$ cat config.mk
export PLATFORM = sky130hd
export DESIGN_NAME = mesb_status_bank
export DESIGN_NICKNAME = d
export VERILOG_FILES = /design/src/verilog/README_unused.sv /design/src/inc/mesb_pkg.sv /design/src/inc/mesb_flag_if.sv /design/src/verilog/mesb_sticky_bank.sv /design/src/verilog/mesb_status_bank.sv
export SDC_FILE = /design/constraint.sdc
export NUM_CORES = 1
export LEC_CHECK = 0
export BUFFER_PORTS_ARGS = -buffer_cell sky130_fd_sc_hd__buf_2
export CAP_MARGIN = 20
export CORE_AREA = 2 2 81 83
export DETAILED_ROUTE_END_ITERATION = 12
export DIE_AREA = 0 0 83 85
export GPL_ROUTABILITY_DRIVEN = 0
export PLACE_DENSITY = 0.76
export SLEW_MARGIN = 20
export SYNTH_ARGS = -nofsm -noshare
export SYNTH_HDL_FRONTEND = slang
export SYNTH_SLANG_ARGS = --single-unit
$ cat constraint.sdc
create_clock -name clk -period 1.3 [get_ports clk]
set_input_delay 0.065 -clock clk [delete_from_list [all_inputs] [get_ports clk]]
set_output_delay 0.065 -clock clk [all_outputs]
set_load 0.005 [all_outputs]
$ cat src/verilog/README_unused.sv
// Holds no logic; the bank is the top module and its sticky flag array.

$ cat src/inc/mesb_pkg.sv
// Constants for the monitor error status bank: offsets, bit classes, reset values.
// Assumes the flags are packed register by register, 40h in bits 7:0.
package mesb_pkg;

  localparam int unsigned NUM_REGS  = 4;
  localparam int unsigned REG_WIDTH = 8;
  localparam int unsigned NUM_FLAGS = NUM_REGS * REG_WIDTH;

  localparam logic [7:0] REG_OFS_TEMP_REG_ERR   = 8'h40;
  localparam logic [7:0] REG_OFS_VOLT_LOW_ERR   = 8'h41;
  localparam logic [7:0] REG_OFS_VOLT_HIGH_ERR  = 8'h42;
  localparam logic [7:0] REG_OFS_DIODE_CORE_ERR = 8'h43;

  localparam logic [7:0] REG_RESET_VALUE = 8'h00;
  localparam logic [7:0] READ_UNMAPPED   = 8'h00;

  // Bit positions inside 40h
  localparam int unsigned BIT_ZONE_ONE   = 0;
  localparam int unsigned BIT_ZONE_TWO   = 1;
  localparam int unsigned BIT_ZONE_THREE = 2;
  localparam int unsigned BIT_ZONE_FOUR  = 3;
  localparam int unsigned BIT_REG_ONE    = 4;
  localparam int unsigned BIT_REG_TWO    = 5;

  // Bit positions inside 43h
  localparam int unsigned BIT_DIODE_ONE_B = 0;
  localparam int unsigned BIT_DIODE_TWO_B = 1;
  localparam int unsigned BIT_FUSE_EIGHT  = 2;
  localparam int unsigned BIT_FUSE_NINE   = 3;
  localparam int unsigned BIT_CORE_ONE    = 4;
  localparam int unsigned BIT_CORE_TWO    = 5;
  localparam int unsigned BIT_DIODE_ONE_A = 6;
  localparam int unsigned BIT_DIODE_TWO_A = 7;

  // Sleep classes, flag vector order {43h, 42h, 41h, 40h}
  localparam logic [31:0] ALWAYS_MASKED   = 32'h3c47ff30;
  localparam logic [31:0] OPTIONAL_MASKED = 32'hc3380003;
  localparam logic [31:0] RESERVED_BITS   = 32'h000000c0;

  typedef enum logic [1:0] {
    MESB_S0   = 2'b00,
    MESB_S1   = 2'b01,
    MESB_S3   = 2'b11,
    MESB_S4_5 = 2'b10
  } mesb_sleep_t;

endpackage

$ cat src/inc/mesb_flag_if.sv
// Carrier between the status bank top and its sticky flag array.
// Assumes both ends share one clock.
`timescale 1ns/1ps
interface mesb_flag_if #(
  parameter int unsigned WIDTH = 32
);
  logic [WIDTH-1:0] raise;
  logic [WIDTH-1:0] clear;
  logic [WIDTH-1:0] flag;

  modport owner (input raise, input clear, output flag);
  modport user  (output raise, output clear, input flag);
endinterface

$ cat src/verilog/mesb_sticky_bank.sv
// Array of sticky flags: set by a level, cleared by a pulse, set wins.
// Assumes clear and raise are synchronous to clk.
`timescale 1ns/1ps
module mesb_sticky_bank #(
  parameter int unsigned WIDTH = 32
) (
  input  wire logic   clk,
  input  wire logic   rst_b,
  mesb_flag_if.owner  bus
);

  logic [WIDTH-1:0] flag_q;
  logic [WIDTH-1:0] flag_d;

  genvar i;
  generate
    for (i = 0; i < WIDTH; i++) begin : g_bit
      // A persisting event re-sets in the clearing cycle
      always_comb begin
        flag_d[i] = bus.raise[i] | (flag_q[i] & ~bus.clear[i]);
      end

      always_ff @(posedge clk or negedge rst_b) begin
        if (!rst_b) begin
          flag_q[i] <= 1'b0;
        end else begin
          flag_q[i] <= flag_d[i];
        end
      end
    end
  endgenerate

  assign bus.flag = flag_q;

endmodule

$ cat src/verilog/mesb_status_bank.sv
// Top of the four sticky error status registers at 40h..43h.
// Assumes an upstream two-wire slave turns bus cycles into byte read/write strobes.
// What this block does
// Zone one and two limit events set 40h bits 0 and 1, optionally sleep masked.
// Zone three and four events set 40h bits 2 and 3, never masked.
// Regulator hot inputs set 40h bits 4 and 5, always masked in S3, S4/5.
// Analog inputs 1 to 8 set 41h bits, always masked in S3, S4/5.
// Analog inputs 9 to 16 set 42h; 9, 10, 11, 15 always sleep masked.
// Analog inputs 12 to 14 are optionally masked per sleep mask settings.
// Analog input 16 flag is never masked by sleep.
// Diode channel b faults set 43h bits 0 and 1, optionally masked.
// Diode channel a faults set 43h bits 6 and 7, optionally masked.
// Fuse inputs set 43h bits 2 and 3 only in version 10 coding.
// Core voltage mismatches on inputs 7 and 8 set 43h bits 4 and 5.
// Flags stick until cleared; clear fails while an unmasked error persists.
// Alert-standard mode clears on read and write one, else write one only.
// Any set flag raises the controller error summary and, if enabled, alert.
// Reported sleep state and sleep mask settings gate optional class flags.
// Reserved 40h bits 7 and 6 read zero and ignore writes.
`timescale 1ns/1ps
module mesb_status_bank (
  input  wire logic        clk,
  input  wire logic        rst_b,
  // Byte register port
  input  wire logic [7:0]  regAddr,
  input  wire logic        regWrite,
  input  wire logic [7:0]  regWdata,
  input  wire logic        regRead,
  output logic      [7:0]  regRdata,
  output logic             regRvalid,
  output logic             regHit,
  // Error event levels
  input  wire logic [1:0]  zoneLowLimitEvent,
  input  wire logic [1:0]  zoneHighLimitEvent,
  input  wire logic [1:0]  zoneThreeFourLimitEvent,
  input  wire logic        regulatorOneHotInput,
  input  wire logic        regulatorTwoHotInput_b,
  input  wire logic [15:0] analogLimitEvent,
  input  wire logic        diodeOneAFault,
  input  wire logic        diodeOneBFault,
  input  wire logic        diodeTwoAFault,
  input  wire logic        diodeTwoBFault,
  input  wire logic        fuseSenseInputEight,
  input  wire logic        fuseSenseInputNine,
  input  wire logic        versionTenCoding,
  input  wire logic        coreOneVoltageMismatch,
  input  wire logic        coreTwoVoltageMismatch,
  // Configuration held elsewhere in the monitor
  input  wire logic [1:0]  sleepState,
  input  wire logic [31:0] sleepMaskS3,
  input  wire logic [31:0] sleepMaskS45,
  input  wire logic        alertStandardMode,
  input  wire logic        alertEnable,
  // Summary and alert pin
  output logic             controllerErrorSummary,
  output logic             alertOut,
  output logic             alertOe_b
);

  localparam int unsigned NF = mesb_pkg::NUM_FLAGS;

  mesb_flag_if #(.WIDTH(NF)) flagBus ();

  mesb_sticky_bank #(
    .WIDTH (NF)
  ) u_bank (
    .clk   (clk),
    .rst_b (rst_b),
    .bus   (flagBus.owner)
  );

  logic [NF-1:0] rawEvent;
  logic [NF-1:0] sleepMask;
  logic [NF-1:0] clearVec;
  logic          inSleep;
  logic          rdTaken;
  logic          addrHit;
  logic [1:0]    regIdx;
  logic [7:0]    regOffset;
  logic [7:0]    readByte;

  logic [7:0]    rdata_q;
  logic [7:0]    rdata_d;
  logic          rvalid_q;
  logic          rvalid_d;
  logic          hit_q;
  logic          hit_d;
  logic          summary_q;
  logic          summary_d;
  logic          alertOe_b_q;
  logic          alertOe_b_d;

  // Event assembly and sleep gating
  always_comb begin
    rawEvent = '0;
    // Zone one and two cover several readings each
    rawEvent[mesb_pkg::BIT_ZONE_ONE]   = zoneLowLimitEvent[0] | zoneHighLimitEvent[0];
    rawEvent[mesb_pkg::BIT_ZONE_TWO]   = zoneLowLimitEvent[1] | zoneHighLimitEvent[1];
    rawEvent[mesb_pkg::BIT_ZONE_THREE] = zoneThreeFourLimitEvent[0];
    rawEvent[mesb_pkg::BIT_ZONE_FOUR]  = zoneThreeFourLimitEvent[1];
    rawEvent[mesb_pkg::BIT_REG_ONE]    = regulatorOneHotInput;
    rawEvent[mesb_pkg::BIT_REG_TWO]    = ~regulatorTwoHotInput_b;
    rawEvent[15:8]  = analogLimitEvent[7:0];
    rawEvent[23:16] = analogLimitEvent[15:8];
    rawEvent[24 + mesb_pkg::BIT_DIODE_ONE_B] = diodeOneBFault;
    rawEvent[24 + mesb_pkg::BIT_DIODE_TWO_B] = diodeTwoBFault;
    rawEvent[24 + mesb_pkg::BIT_FUSE_EIGHT]  = fuseSenseInputEight & versionTenCoding;
    rawEvent[24 + mesb_pkg::BIT_FUSE_NINE]   = fuseSenseInputNine & versionTenCoding;
    // Both compared against processor one's requested code upstream
    rawEvent[24 + mesb_pkg::BIT_CORE_ONE]    = coreOneVoltageMismatch;
    rawEvent[24 + mesb_pkg::BIT_CORE_TWO]    = coreTwoVoltageMismatch;
    rawEvent[24 + mesb_pkg::BIT_DIODE_ONE_A] = diodeOneAFault;
    rawEvent[24 + mesb_pkg::BIT_DIODE_TWO_A] = diodeTwoAFault;
    rawEvent = rawEvent & ~mesb_pkg::RESERVED_BITS;

    inSleep = (sleepState == mesb_pkg::MESB_S3) || (sleepState == mesb_pkg::MESB_S4_5);
    if (!inSleep) begin
      sleepMask = '0;
    end else if (sleepState == mesb_pkg::MESB_S3) begin
      sleepMask = mesb_pkg::ALWAYS_MASKED | (mesb_pkg::OPTIONAL_MASKED & sleepMaskS3);
    end else begin
      sleepMask = mesb_pkg::ALWAYS_MASKED | (mesb_pkg::OPTIONAL_MASKED & sleepMaskS45);
    end
  end

  // Register decode, clearing and read data
  always_comb begin
    // Write wins when both strobes meet, so no read is answered then
    rdTaken   = regRead && !regWrite;
    regOffset = regAddr - mesb_pkg::REG_OFS_TEMP_REG_ERR;
    addrHit   = (regAddr >= mesb_pkg::REG_OFS_TEMP_REG_ERR) &&
                (regAddr <= mesb_pkg::REG_OFS_DIODE_CORE_ERR);
    regIdx    = regOffset[1:0];
    clearVec  = '0;
    readByte  = mesb_pkg::READ_UNMAPPED;
    if (addrHit) begin
      readByte = flagBus.flag[regIdx*8 +: 8];
      if (regWrite) begin
        clearVec[regIdx*8 +: 8] = regWdata;
      end else if (regRead && alertStandardMode) begin
        // Data is captured at the same edge the flags drop
        clearVec[regIdx*8 +: 8] = 8'hff;
      end
    end
    clearVec = clearVec & ~mesb_pkg::RESERVED_BITS;

    rdata_d     = rdTaken ? readByte : rdata_q;
    rvalid_d    = rdTaken;
    hit_d       = rdTaken ? addrHit : hit_q;
    summary_d   = |flagBus.flag;
    alertOe_b_d = ~(summary_q & alertEnable);
  end

  assign flagBus.raise = rawEvent & ~sleepMask;
  assign flagBus.clear = clearVec;

  always_ff @(posedge clk or negedge rst_b) begin
    if (!rst_b) begin
      rdata_q     <= mesb_pkg::REG_RESET_VALUE;
      rvalid_q    <= 1'b0;
      hit_q       <= 1'b0;
      summary_q   <= 1'b0;
      alertOe_b_q <= 1'b1;
    end else begin
      rdata_q     <= rdata_d;
      rvalid_q    <= rvalid_d;
      hit_q       <= hit_d;
      summary_q   <= summary_d;
      alertOe_b_q <= alertOe_b_d;
    end
  end

  assign regRdata               = rdata_q;
  assign regRvalid              = rvalid_q;
  assign regHit                 = hit_q;
  assign controllerErrorSummary = summary_q;
  // Open drain: only ever pulls low
  assign alertOut               = 1'b0;
  assign alertOe_b              = alertOe_b_q;

endmodule

* After elaboration in Yosys (flattened, before gate mapping)
Index checks and enable logic that the tools add are counted.
** Word-level totals
- Bits of input ports :: 121
- Bits in latches :: 0
- Output and inout port bits :: 13
- Memories :: 0
- Bits in registers :: 44
- Bits in writable memories :: 0
- ROM bits :: 0
- Word-level logic and storage cells :: 162
** Cells by class
- Shifts and indexed selects :: 4
- Multiplexer cells :: 6
- Magnitude comparators :: 2
- Equality and inequality tests :: 2
- Add/sub/neg operators :: 2
- Multipliers :: 0
- Divide/modulo/power cells :: 0
- Bitwise gates (word level) :: 103
- Reductions and logical operators :: 6
** Operator list (count)
- 32-bit 2-to-1 mux :: 5
- 32-bit AND :: 3
- 5-bit negation with 34-bit output :: 1
- 1-bit bitwise OR :: 34
- 8-bit by 34-bit variable shift with 32-bit output (first input constant) :: 1
- 8-bit by 34-bit variable part select with 32-bit output :: 1
- 8-bit by 34-bit variable part select with 32-bit output (first input constant) :: 1
- 1-bit AND :: 33
- 1-bit inverter :: 32
- 32-bit inverter :: 1
- 32-bit OR reduction :: 1
- 32-bit by 6-bit variable part select with 8-bit output :: 1
- 8-bit by 7-bit >= comparator with 1-bit output (second input constant) :: 1
- 8-bit by 7-bit less-or-equal comparator with 1-bit output (second input constant) :: 1
- 8-bit 2-to-1 mux :: 1
- 2-bit == test (second input constant) :: 2
- 1-bit logical AND :: 3
- 2-bit by 1-bit subtractor with 2-bit output (second input constant) :: 1
- 1-bit zero test :: 1
- 1-bit logical OR :: 1

* Logic depth before layout (Yosys ltp)
- Word-level depth :: 10
- Gate-level depth with buffers :: 8
- Depth with buffers taken out :: 5

* Hierarchy
A second synthesis with hierarchy kept.
** Unflattened totals
- Cell total of the unflattened synthesis :: 277
- Area total of the unflattened synthesis :: 2668.8 sq um
** Modules (own cells, without submodules)
- mesb_status_bank :: instances 1, area an instance 1507.7 sq um, sequential area each 301.5 sq um, cells each 181
- mesb_sticky_bank :: instances 1, area an instance 1161.1 sq um, sequential area each 800.8 sq um, cells each 96

* Least setup slack after synthesis
Ideal clock, no wire load.
- Kind :: input to register
- From :: input regAddr[0]
- To :: register u_bank.flag_q[1], in the netlist u_bank.bus.flag[1]
- Data arrival time :: 1.848 ns
- Stages :: 7
- Library setup time :: 0.124 ns
- Required time :: 1.176 ns
- Path buffers :: 2
- Slack :: -0.672 ns
- Path through :: clkbuf_1 -> buf_2 -> inv_1 -> ha_1 -> nor3b_1 -> a21oi_1 -> a211o_1
** Between the ends
- Longest elaborated chain between the ends :: 10
- Elaborated cells on any way between the ends :: 16
- Those cells by class :: add/sub (2); order compare (2); shift (3); mux (3); bitwise (5); reduce/logical (1)
** Ends and longest elaborated chain
- start, declared :: line mesb_status_bank.sv:25 : input wire logic [7:0] regAddr,
- 2-bit by 1-bit subtractor with 2-bit output :: line mesb_status_bank.sv:130 : regOffset = regAddr - mesb_pkg::REG_OFS_TEMP_REG_ERR;
- 5-bit negation with 34-bit output :: line mesb_status_bank.sv:139, mesb_status_bank.sv:142
- 8-bit by 34-bit variable part select with 32-bit output or 8-bit by 34-bit variable shift with 32-bit output (tied branches) :: line mesb_status_bank.sv:142, mesb_status_bank.sv:139
- 32-bit AND (no source line)
- 32-bit 2-to-1 mux :: line mesb_status_bank.sv:140 : end else if (regRead && alertStandardMode) begin
- 32-bit 2-to-1 mux :: line mesb_status_bank.sv:138 : if (regWrite) begin
- 32-bit 2-to-1 mux * :: line mesb_status_bank.sv:136 : if (addrHit) begin
- 1-bit inverter * :: line mesb_sticky_bank.sv:20 : flag_d[i] = bus.raise[i] | (flag_q[i] & ~bus.clear[i]);
- 1-bit AND * :: line mesb_sticky_bank.sv:20
- 1-bit bitwise OR * :: line mesb_sticky_bank.sv:20
- net u_bank.flag_d[1] :: line mesb_sticky_bank.sv:13 : logic [WIDTH-1:0] flag_d;
- end signal, assigned by index :: line mesb_sticky_bank.sv:27 : flag_q[i] <= flag_d[i];
- end, declared :: line mesb_sticky_bank.sv:12 : logic [WIDTH-1:0] flag_q;
Mark *: on every way through the listed nets, which the timed path passes. The rest lies on a longest branch.
A chain may end at the register's enable or synchronous reset.

* Worst setup path after layout
- From :: register u_bank.flag_q[28], in the netlist u_bank.bus.flag[28]
- To :: register summary_q, in the netlist controllerErrorSummary
** Between the ends
- Longest elaborated chain between the ends :: 1
** Ends and longest elaborated chain
- 32-bit OR reduction :: line mesb_status_bank.sv:150 : summary_d = |flagBus.flag;
- net summary_d :: line mesb_status_bank.sv:89 : logic summary_d;
- end signal, assigned :: line mesb_status_bank.sv:168 : summary_q <= summary_d;
- end, declared :: line mesb_status_bank.sv:88 : logic summary_q;
The timed path passes the listed nets, and every way through them passes these cells.

==> flow_metrics.env <==
export IMPL_crit_path_top_delay_cell="or4_4"
export IMPL_crit_required_ps=1460
export IMPL_drc=0
export IMPL_rrSetupSlack_ps=-10
export IMPL_cts_tree="built"
export IMPL_clk_pin_slew_ps=80
export IMPL_grt_usage_pct=23.1
export IMPL_r2r_start="u_bank.bus.flag[28]"
export IMPL_grt_overflow=0
export IMPL_path_cells="or4_4 > nor3_2 > nand4_1"
export IMPL_wl_mm=8.01
export IMPL_grt_util_met1_pct=31.1
export IMPL_via_per_inst=5.74
export IMPL_yosysMostFrequentCell="dfrtp_1"
export IMPL_leakage_nw=1.53
export IMPL_grt_max_degree=43
export IMPL_layout_setup_ws_ps=-12.5
export IMPL_fin_nets=498
export IMPL_cts_path_max_buffers=2
export IMPL_busiest_layer="met2"
export IMPL_clock_fmax_ghz=0.762
export IMPL_skew_ps=3.44
export IMPL_whs_ps=16.3
export IMPL_min_delay_start="analogLimitEvent[11]"
export IMPL_vias=2582
export IMPL_synth_ff_type="dfrtp_1"
export IMPL_max_cap_viol_count=0
export IMPL_setup_tns_ps=-12.5
export IMPL_htree_levels=2
export IMPL_async_flop_share_pct=100
export IMPL_reg2reg_depth=3
export IMPL_netlist_top_cells_area="dfrtp_1, o211ai_1, o31ai_1, mux4_2, nand3_1"
export IMPL_seq_area_frac_synth_pct=42.3
export IMPL_critPathKind="flip-flop to flip-flop"
export IMPL_first_pass_iters=4
export IMPL_synth_nets=378
export IMPL_powerDensity_mw_per_mm2=889
export IMPL_finish_utilization_pct=57.4
export IMPL_cts_buffers=5
export IMPL_report_final_slew_viol_count=0
export IMPL_cts_setup_buffers=0
export IMPL_crit_arrival_ps=1470
export IMPL_io_pins=134
export IMPL_grt_pass1_vias=2539
export IMPL_antenna_found_initial=0
export IMPL_use_met2_pct=37.6
export IMPL_hp_class="input port to flip-flop"
export IMPL_synth_area_per_cell_sq_um=9.87
export IMPL_ys_ff_latch=42
export IMPL_rows=29
export IMPL_failed_checks="setup timing"
export IMPL_cp_end_kind="flip-flop"
export IMPL_cts_sinks=42
export IMPL_max_stage_delay_ps=550
export IMPL_fillers=506
export IMPL_rsz0062_at_grt="yes"
export IMPL_synth_edff_count=0
export IMPL_syn_cell_area_sq_mm=0.00249
export IMPL_gr_usage_met3_pct=4.96
export IMPL_wl_per_cell_um=17.8
export IMPL_finalSetupViolCount=1
export IMPL_port_buffers=86
export IMPL_coreArea_sq_mm=0.00620
export IMPL_grt_pass1_wl_mm=12.9
export IMPL_die_w_um=83
export IMPL_fin_crit_sh_pct=101
export IMPL_antenna_cells=0
export IMPL_yosys_area_top_type="dfrtp_1"
export IMPL_die_height_um=85
export IMPL_ys_top_cells_by_count="dfrtp_1, o211ai_1, o31ai_1"
export IMPL_cp_max_fo=2
export IMPL_syn_instance_count=252
export IMPL_status="finished with violations"
export IMPL_insertion_delay_ps=300
export IMPL_critPathLaunchType="flip-flop"
export IMPL_drtIter0Drc=254
export IMPL_hold_depth=3
export IMPL_dp_hpwl_mm=5.70
export IMPL_start_util_pct=40.1
export IMPL_yosysTopAreaCellShare_pct=41.3
export IMPL_yosysWarnings=0
export IMPL_min_to="u_bank.bus.flag[19]"
export IMPL_drive_gt1_share_pct=37.0
export IMPL_antenna_left=0
export IMPL_vdd_drop_max_mv=0.670
export IMPL_die_area_sq_mm=0.00706
export IMPL_finalHoldViolCount=0
export IMPL_synth_cell_types=39
export IMPL_timing_rr_end="controllerErrorSummary"
export IMPL_cts_root_buf="clkbuf_8"
export IMPL_period_needed_ps=1310
export IMPL_area_growth_pct=43.3
sequential cells by signal (all words and copies together), names as in the netlist:
signal	cells
regRdata	8
regRvalid	1
controllerErrorSummary	1
alertOe_b	1
regHit	1
u_bank.bus.flag	30
where the power goes:
part | leakage, nW | internal [mW] | switching (mW)
sequential | 0.421 | 1.32 | 0.00774
combinational | 1.03 | 0.272 | 0.282
clock | 0.0714 | 0.819 | 0.468
total | 1.53 | 2.41 | 0.757
cell families (layout without fill, tap and decap cells):
family	after synthesis	after routing	share of synthesized area, %
buf+inv	31	152	4.98
flops	42	42	42.3
fa+ha+maj	5	5	2.52
other cells	1	1	0.151
mux	17	17	9.86
compound gates	84	84	24.5
simple gates	72	72	15.7
area by class of cell:
type                            count  area, sq um  share of cell area [%]
Clock inverter                      2         60.1                    1.69
Clock buffer                        6         82.6                    2.32
Tap cell                           77         96.3                    2.70
Timing Repair Buffer              134          881                    24.7
Sequential cell                    42         1050                    29.5
Multi-Input combinational cell    179         1350                    37.9
Inverter                           10         40.0                    1.12
cells in the final DEF (no fill, tap or decap), drive strengths merged:
cell         count
nor2b            1
a211o            5
nand4b           1
dlygate4sd3     21
ha               5
a22o             8
bufinv           2
conb             1
buf            113
or2              1
nand2           23
nand4            1
nand4bb          2
dfstp            1
nand3           23
a21o             1
or4b             1
nand2b           3
a31oi            4
nor3             2
o211ai          24
or3              1
mux2i           11
a221o            1
o22a             2
o31ai           24
a21oi            6
dfrtp           41
nand3b           3
clkbuf           6
and4             1
nor4             6
nor2             1
inv             10
o21ai            9
mux4             6
or4              1
nor3b            1
repair_timing:
action / CTS / global route
pin swaps: 3 / 0
hold buffers: 21 / 0
endpoints found under the hold margin: 62 / 0
setup endpoints to repair: 2 / 6
resized for setup: 2 / 1
metrics by stage:
step	worst slack [ps]	power (mW)	cells	area [sq um]
floorplan	-265	1.60	252	2570
global placement	-279	1.84	421	3200
detailed placement	-304	1.85	421	3200
CTS	-5.99	3.18	450	3560
global route	-25.5	3.29	450	3560
finish	-12.5	3.17	450	3560
layer usage:
metal / wire [um] / up-vias / part of all wire (%)
met4: 117 / 0 / 1.5
met3: 675 / 12 / 8.4
li1: - / 1207 / -
met1: 3380 / 1239 / 42
met5: 0 / - / 0
met2: 3830 / 124 / 48
worst max-delay path, delay by kind of cell, from the launching register on:
| kind | cells | cell delay [ps] |
|---|---|---|
| DFF | 1 | 390 |
| and+or+nand+nor | 3 | 790 |
worst max path at each step:
stage / from / endpoint / slack (ps) / cells after the start
floorplan: regAddr[7] / u_bank.bus.flag[4] / -260 / 5
global placement: regAddr[7] / u_bank.bus.flag[4] / -280 / 4
detailed placement: regAddr[7] / u_bank.bus.flag[1] / -300 / 4
CTS: u_bank.bus.flag[28] / controllerErrorSummary / -6 / 3
global route: u_bank.bus.flag[3] / controllerErrorSummary / -30 / 3
finish: u_bank.bus.flag[28] / controllerErrorSummary / -10 / 3
(Power assumes the default switching activity.)
